`src/rtl/pdc_defs.svh`:
```
/*
  Constants for the paged memory card bus logic: control port fields,
  reset values, page field position and synchroniser depth.
  Assumes inclusion by bare name from design files only.
*/
`ifndef PDC_DEFS_SVH
`define PDC_DEFS_SVH

`define PDC_CTL_PAR_BIT 7
`define PDC_CTL_EN_BIT 6
`define PDC_CTL_RESET 8'h00
`define PDC_EN_RESET 1'b0
`define PDC_PORT_FACTORY 8'h70
`define PDC_HI_ADDR_W 4
`define PDC_PAGE_MSB 3
`define PDC_PAGE_LSB 2
`define PDC_SYNC_STAGES 3

`endif

```
`src/rtl/pdc_pkg.sv`:
```
/*
  Types for the paged memory card bus logic.
  Assumes the constants header is compiled alongside.
*/
package pdc_pkg;

  typedef enum logic [3:0] {
    PDC_IDLE  = 4'b0001,
    PDC_WAIT  = 4'b0010,
    PDC_DRIVE = 4'b0100,
    PDC_DONE  = 4'b1000
  } pdc_mem_state_t;

endpackage

```
`src/rtl/pdc_sync.sv`:
```
/*
  Three-stage input synchroniser bank with agreement filter.
  Assumes inputs are asynchronous to clk_i; the output follows only when
  the second and third stages agree.
*/
`timescale 1ns/100ps
`include "pdc_defs.svh"

module pdc_sync #(
  parameter int WIDTH = 1,
  parameter logic [WIDTH-1:0] RESET_VAL = '0
) (
  input wire logic clk_i,
  input wire logic rst_n_i,
  input wire logic [WIDTH-1:0] async_i,
  output logic [WIDTH-1:0] sync_o
);

  logic [WIDTH-1:0] stage1_reg;
  logic [WIDTH-1:0] stage2_reg;
  logic [WIDTH-1:0] stage3_reg;
  logic [WIDTH-1:0] agree;

  if (WIDTH < 1)
  begin : g_bad_width
    $error("pdc_sync: WIDTH must be at least 1");
  end

  // First stage feeds only the second
  always_ff @(posedge clk_i or negedge rst_n_i)
  begin
    if (!rst_n_i)
    begin
      stage1_reg <= RESET_VAL;
      stage2_reg <= RESET_VAL;
      stage3_reg <= RESET_VAL;
    end
    else
    begin
      stage1_reg <= async_i;
      stage2_reg <= stage1_reg;
      stage3_reg <= stage2_reg;
    end
  end

  genvar g;
  generate
    for (g = 0; g < WIDTH; g++)
    begin : g_agree
      assign agree[g] = (stage2_reg[g] == stage3_reg[g]);
    end
  endgenerate

  // One process owns the output; a bit holds while its last two stages disagree
  always_ff @(posedge clk_i or negedge rst_n_i)
  begin
    if (!rst_n_i)
      sync_o <= RESET_VAL;
    else
      sync_o <= (stage3_reg & agree) | (sync_o & ~agree);
  end

endmodule

```
`src/rtl/pdc_card.sv`:
```
/*
  Bus-side control of a paged dynamic RAM card: high address capture,
  page decode, control/status port, odd parity and priority chain.
  Assumes an external DRAM sequencer that answers each request with a
  one-cycle ack and does its own row/column timing; bus pins arrive
  asynchronously and the system reset drives rst_n_i.
*/
`timescale 1ns/100ps
`include "pdc_defs.svh"

module pdc_card #(
  parameter int ADDR_W = 16,
  parameter int DATA_W = 8
) (
  input wire logic clk_i,
  input wire logic rst_n_i,
  input wire logic [ADDR_W-1:0] addr_i,
  input wire logic [DATA_W-1:0] data_i,
  output logic [DATA_W-1:0] data_o,
  output logic data_oe_o,
  input wire logic ale_n_i,
  input wire logic memrq_n_i,
  input wire logic iorq_n_i,
  input wire logic rd_n_i,
  input wire logic wr_n_i,
  input wire logic refresh_n_i,
  input wire logic busak_n_i,
  output logic chain_n_o,
  output logic chain_oe_o,
  input wire logic [7:0] port_number_jumpers_i,
  input wire logic [1:0] page_select_jumpers_i,
  input wire logic priority_chain_jumper_i,
  output logic dram_req_o,
  output logic dram_we_o,
  output logic [ADDR_W+1:0] dram_addr_o,
  output logic [DATA_W:0] dram_wdata_o,
  input wire logic [DATA_W:0] dram_rdata_i,
  input wire logic dram_ack_i,
  output logic dram_refresh_o,
  output logic card_enable_o,
  output logic parity_error_flag_o
);

  // Strobes, chain jumper, page jumpers, port jumpers, address, data
  localparam int SYNC_W = 7 + 1 + 2 + 8 + ADDR_W + DATA_W;
  localparam logic [SYNC_W-1:0] SYNC_RST = {7'h7F, {(SYNC_W-7){1'b0}}};

  if (ADDR_W != 16 || DATA_W != 8)
  begin : g_bad_bus
    $error("pdc_card: bus must be 16 address and 8 data bits");
  end

  logic [SYNC_W-1:0] sync_vec;
  logic ale_n_s, memrq_n_s, iorq_n_s, rd_n_s, wr_n_s, refresh_n_s, busak_n_s;
  logic chain_jmp_s;
  logic [1:0] page_s;
  logic [7:0] port_s;
  logic [ADDR_W-1:0] addr_s;
  logic [DATA_W-1:0] data_s;

  // Address and data settle well before the strobes, so per-bit skew is harmless
  pdc_sync #(.WIDTH(SYNC_W), .RESET_VAL(SYNC_RST)) u_sync (
    .clk_i(clk_i),
    .rst_n_i(rst_n_i),
    .async_i({ale_n_i, memrq_n_i, iorq_n_i, rd_n_i, wr_n_i, refresh_n_i, busak_n_i,
      priority_chain_jumper_i, page_select_jumpers_i, port_number_jumpers_i, addr_i, data_i}),
    .sync_o(sync_vec)
  );

  assign {ale_n_s, memrq_n_s, iorq_n_s, rd_n_s, wr_n_s, refresh_n_s, busak_n_s,
    chain_jmp_s, page_s, port_s, addr_s, data_s} = sync_vec;

  function automatic logic odd_fill(input logic [DATA_W-1:0] d);
    odd_fill = ~(^d);
  endfunction

  function automatic logic port_hit(input logic [ADDR_W-1:0] a, input logic [7:0] jp);
    port_hit = (a[7:0] == jp);
  endfunction

  logic rd_prev_reg, wr_prev_reg, rf_prev_reg;
  logic [`PDC_HI_ADDR_W-1:0] hi_addr_reg;
  logic par_reg;
  pdc_pkg::pdc_mem_state_t state_reg;

  wire rd_start = rd_prev_reg & ~rd_n_s;
  wire wr_start = wr_prev_reg & ~wr_n_s;
  wire mem_start = ~memrq_n_s & (rd_start | wr_start);
  wire page_hit = (hi_addr_reg[`PDC_PAGE_MSB:`PDC_PAGE_LSB] == page_s);
  wire io_rd_start = ~iorq_n_s & rd_start & port_hit(addr_s, port_s);
  wire io_wr_start = ~iorq_n_s & wr_start & port_hit(addr_s, port_s);
  wire refresh_start = rf_prev_reg & ~refresh_n_s & ~memrq_n_s;
  wire rd_ack = (state_reg == pdc_pkg::PDC_WAIT) & dram_ack_i & ~dram_we_o;
  wire rd_bad = rd_ack & ~(^dram_rdata_i);

  always_ff @(posedge clk_i or negedge rst_n_i)
  begin
    if (!rst_n_i)
    begin
      rd_prev_reg <= 1'b1;
      wr_prev_reg <= 1'b1;
      rf_prev_reg <= 1'b1;
    end
    else
    begin
      rd_prev_reg <= rd_n_s;
      wr_prev_reg <= wr_n_s;
      rf_prev_reg <= refresh_n_s;
    end
  end

  // Transparent while strobe low, holds after it rises
  always_ff @(posedge clk_i or negedge rst_n_i)
  begin
    if (!rst_n_i)
      hi_addr_reg <= '0;
    else if (!ale_n_s)
      hi_addr_reg <= data_s[`PDC_HI_ADDR_W-1:0];
  end

  // Card enable, cleared by reset
  always_ff @(posedge clk_i or negedge rst_n_i)
  begin
    if (!rst_n_i)
      card_enable_o <= `PDC_EN_RESET;
    else if (io_wr_start)
      card_enable_o <= data_s[`PDC_CTL_EN_BIT];
  end

  // A new error in the clearing cycle wins over the clear
  always_ff @(posedge clk_i or negedge rst_n_i)
  begin
    if (!rst_n_i)
      par_reg <= 1'b0;
    else if (rd_bad)
      par_reg <= 1'b1;
    else if (io_wr_start)
      par_reg <= 1'b0;
  end

  always_ff @(posedge clk_i or negedge rst_n_i)
  begin
    if (!rst_n_i)
      parity_error_flag_o <= 1'b0;
    else
      parity_error_flag_o <= par_reg | rd_bad;
  end

  // Memory cycle sequencing
  always_ff @(posedge clk_i or negedge rst_n_i)
  begin
    if (!rst_n_i)
    begin
      state_reg <= pdc_pkg::PDC_IDLE;
      dram_req_o <= 1'b0;
      dram_we_o <= 1'b0;
      dram_addr_o <= '0;
      dram_wdata_o <= '0;
    end
    else
    begin
      dram_req_o <= 1'b0;
      case (state_reg)
        pdc_pkg::PDC_IDLE:
        begin
          if (mem_start && page_hit && card_enable_o)
          begin
            dram_req_o <= 1'b1;
            dram_we_o <= wr_start;
            dram_addr_o <= {hi_addr_reg[1:0], addr_s};
            dram_wdata_o <= {odd_fill(data_s), data_s};
            state_reg <= pdc_pkg::PDC_WAIT;
          end
        end
        pdc_pkg::PDC_WAIT:
        begin
          if (dram_ack_i)
            state_reg <= pdc_pkg::PDC_DRIVE;
        end
        pdc_pkg::PDC_DRIVE:
        begin
          if (rd_n_s && wr_n_s)
            state_reg <= pdc_pkg::PDC_DONE;
        end
        pdc_pkg::PDC_DONE:
          state_reg <= pdc_pkg::PDC_IDLE;
        default:
          state_reg <= pdc_pkg::PDC_IDLE;
      endcase
    end
  end

  // Refresh is passed on whatever the enable says
  always_ff @(posedge clk_i or negedge rst_n_i)
  begin
    if (!rst_n_i)
      dram_refresh_o <= 1'b0;
    else
      dram_refresh_o <= refresh_start;
  end

  // Bus drive: memory data or control status, dropped when read ends
  always_ff @(posedge clk_i or negedge rst_n_i)
  begin
    if (!rst_n_i)
    begin
      data_o <= '0;
      data_oe_o <= 1'b0;
    end
    else if (rd_ack)
    begin
      data_o <= dram_rdata_i[DATA_W-1:0];
      data_oe_o <= 1'b1;
    end
    else if (io_rd_start)
    begin
      data_o <= {par_reg, card_enable_o, 6'h00};
      data_oe_o <= 1'b1;
    end
    else if (rd_n_s)
      data_oe_o <= 1'b0;
  end

  // Chain is only driven when the jumper is fitted
  always_ff @(posedge clk_i or negedge rst_n_i)
  begin
    if (!rst_n_i)
    begin
      chain_n_o <= 1'b1;
      chain_oe_o <= 1'b0;
    end
    else
    begin
      chain_n_o <= busak_n_s;
      chain_oe_o <= chain_jmp_s;
    end
  end
endmodule

```
`config.mk`:
```
export PLATFORM = sky130hd
export DESIGN_NAME = pdc_card
export DESIGN_NICKNAME = d
export VERILOG_FILES = /design/src/rtl/pdc_pkg.sv /design/src/rtl/pdc_sync.sv /design/src/rtl/pdc_card.sv
export VERILOG_INCLUDE_DIRS = /design/src /design/src/rtl
export SDC_FILE = /design/constraint.sdc
export NUM_CORES = 1
export LEC_CHECK = 0
export BUFFER_PORTS_ARGS = -buffer_cell sky130_fd_sc_hd__buf_2
export CAP_MARGIN = 5
export CORE_MARGIN = 3
export CORE_UTILIZATION = 60
export DETAILED_ROUTE_END_ITERATION = 10
export PLACE_DENSITY_LB_ADDON = 0.25
export SETUP_SLACK_MARGIN = 0.5
export SYNTH_ARGS = -nofsm -noshare
export SYNTH_HDL_FRONTEND = slang
export SYNTH_SLANG_ARGS = --single-unit
```
`constraint.sdc`:
```
create_clock -name clk_i -period 4.55 [get_ports clk_i]
set_clock_uncertainty 0.05 [all_clocks]
set_input_delay 0.455 -clock clk_i [delete_from_list [all_inputs] [get_ports clk_i]]
set_output_delay 0.455 -clock clk_i [all_outputs]
set_load 0.01 [all_outputs]
```
==> summary.md <==
| Metric | Value |
|---|---|
| Status | completed |
| Seq cells post-synth | 223 |
| Reg2reg end | dram_addr_o[11]$_DFFE_PN0P_ |
| Antenna cells | 0 |
| Post-DP HPWL | 6.84 mm |
| Worst Setup End Kind | register |
| Setup violators final | 0 |
| Detailed Routing Iterations Pass 1 | 5 |
| Synth area leader | dfrtp_1 |
| Synth Area in Adders | 5.88% |
| CTS clock-pin slew for the worst setup and hold paths | 0.06 ns |
| Core Region | 0.0115 mm^2 |
| Initial antenna violation count | 0 |
| RSZ-0062 raised after global routing | no |
| Fill count | 725 |
| Crit path kind | register to register |
| Area Overhead vs Synth | 18.8% |
| H-tree levels | 1 |
| Least-Margin Pin Slew | 0.889 ns |
| Synth warnings | 0 |
| Multiplexer share of the synthesized area | 5.76% |
| Critical Path RT | 4.85 ns |
| Flop2flop setup slack | 2.01 ns |
| Antenna Nets Post-Route | 0 |
| Post-synth net total | 448 |
| Ports | 97 |
| Fin worst setup slack | 2.01 ns |
| Die height | 115 um |
| Post-CTS Resized | 0 |
| Sequential-to-total area share from yosys stat | 78.6% |
| Initial DRC Count | 169 |
| Share of cells above drive strength 1 | 34.8% |
| Compound-Gate Fraction of Synth Area | 2.07% |
| Largest net degree at the start of global routing | 130 |
| WHS | 0.00188 ns |
| Die W | 115 um |
| First-pass GRT wire length | 18.3 mm |
| CTS tree | built |
| Sw Ratio | 21.0% |
| Initial core utilization | 62.1% |
| Count leader, synth | dfrtp_1 |
| Largest family of logic cells by synthesized area | adder cells |
| Clk pwr share | 40.8% |
| Switching power | 0.000860 W |
| Port buffer count | 96 |
| Commonest cells in the netlist | 190 x dfrtp_1, 42 x maj3_1, 33 x dfstp_2 |
| Max-slew headroom | 40.7% |
| Hold Path Class | input pin to async pin |
| Cell Area, Synth | 0.00715 mm^2 |
| Drt drc | 0 |
| Period utilization | 55.9% |
| Vias in the first global route | 3713 |
| Register Area | 0.00562 mm^2 |
| GP Congestion | 0.784 |
| Startpoint Class | register |
| Clk_lat worst skew | 0.48 ns |
| Leak Pwr | 4.01 nW |
| Largest cells by area after synthesis | dfrtp_1 67%, dfstp_2 12%, maj3_1 5.9% |
| Clock buffer depth | 3 |
| Dpl ws | 1.98 ns |
| TritonCTS Buffers | 22 |
| Nets | 566 |
| CP arrival | 2.85 ns |
| Area occupied by multi-input gates | 0.00146 mm^2 |
| DIE AREA | 0.0133 mm^2 |
| Max-cap violation count | 0 |
| Post-Syn Area per Cell | 18.1 um^2 |
| Mapped Cells | 394 |
| Tot GR Track Use | 17.3% |
| Via-to-Cell Ratio | 5.09 |
| Post-Synth XOR/XNOR Area | 3.26% |
| Post-Synth Simple-Gate Area | 3.47% |
| Max-slew violations | 0 |
| Post-synth EDFFs | 0 |
| Fmax | 0.393 GHz |
| Power Density | 482 mW/mm^2 |
| RR Startpoint | wr_prev_reg$_DFF_PN1_ |
| Asr flop ratio synth | 100% |
| Distinct cells, synth | 45 |
| Final setup TNS | 0 ns |
| Comb power frac | 5.6% |
| Routed len/inst | 15.8 um |
| CTS Hold Bufs | 0 |
| Cell Int Power | 0.00323 W |
| Gr ovfl total | 0 |
| Max FO, Critical Path | 29 |
| # rows | 39 |
| Sequential share of power | 53.6% |
| Setup Fix Bufs, Post-CTS | 0 |
| Total Wirelength | 10.6 mm |
| Root buffer cell | clkbuf_16 |
| Clock Sink Count | 223 |
| Ys flop type | dfrtp_1 |
| Via Count | 3418 |
| Fin. Hold Viols | 0 |
| Post-synth top area share | 66.5% |
| VDD IR-drop max | 0.000344 V |
| Final worst path period need | 2.54 ns |
| R2r worst-path depth | 4 |
-- per-layer routing --
layer / global-route usage [%] / wire length (um) / up-vias
met1: 24.3 / 4580 / 1722
met2: 27.1 / 5110 / 80
met5: 0 / 0 / -
met3: 3.74 / 586 / 27
met4: 6.57 / 341 / 0
li1: - / - / 1589
-- layout make-up --
class,count,area share (%)
clock buffers,37,7.87
inverters,9,0.398
well taps,143,2.11
multi-input cells,157,17.2
clock inverters,3,0.177
flip-flops and latches,223,66.2
repair buffers,99,6.07
-- how the worst max path moves through the flow --
stage                                   to  cells after the start  slack (ns)                     start
6_report       dram_addr_o[11]$_DFFE_PN0P_                      4        2.01     wr_prev_reg$_DFF_PN1_
5_1_grt        dram_addr_o[11]$_DFFE_PN0P_                      4        1.91  state_reg[0]$_DFFE_PN1P_
4_1_cts        dram_wdata_o[5]$_DFFE_PN0P_                      4        1.98     wr_prev_reg$_DFF_PN1_
3_5_place_dp   dram_wdata_o[5]$_DFFE_PN0P_                      4        1.98     wr_prev_reg$_DFF_PN1_
3_3_place_gp   dram_wdata_o[5]$_DFFE_PN0P_                      4        2.07     wr_prev_reg$_DFF_PN1_
2_1_floorplan   dram_addr_o[0]$_DFFE_PN0P_                      6        2.44     wr_prev_reg$_DFF_PN1_
-- critical path: stages (launching register included) --
cell,delay (ns)
dfstp_2,0.54
nand2b_4,0.06
a2111o_1,0.45
or3_2,0.83
mux2_1,0.48
-- per-stage QoR --
stage          util, %  instances  total power (W)  instance area, um^2
3_3_place_gp      67.7        630          0.00245                 7800
6_report          73.8        671          0.00409                 8490
2_1_floorplan        -        394          0.00234                 7150
3_5_place_dp      67.7        630          0.00246                 7800
5_1_grt           73.8        671          0.00427                 8490
4_1_cts           73.7        670          0.00415                 8480
-- cells by family (layout without fill, tap and decap cells) --
family / count (synthesis) / after routing
AOI/OAI and AO/OA: 19 / 19
xor gates and xnor gates: 25 / 25
adders and majority gates: 42 / 42
buffers and inverters: 14 / 148
DFF: 223 / 223
muxes: 33 / 33
and+or+nand+nor: 38 / 38
-- power by group through the flow --
stage	Clock (W)	Combinational [W]	Sequential, W
global route	0.00181	0.000257	0.00221
global placement	0	0.000225	0.00222
finish	0.00167	0.000229	0.00219
floorplan	0	0.000119	0.00222
detailed placement	0	0.000231	0.00223
CTS	0.00172	0.000235	0.00220
-- cell usage in the layout (no fill, tap or decap), drive strengths merged, types with 2 or more instances in the layout --
master,instances
o31ai,8
dfstp,33
nand2,10
xor2,8
dfrtp,190
maj3,42
inv,9
a21boi,5
nand4,2
clkbuf,37
or4,3
mux2,32
buf,98
or3,2
nand2b,5
nor4,3
clkinv,3
xnor2,16
nand3,3
Power figures use the tool's default switching activity.
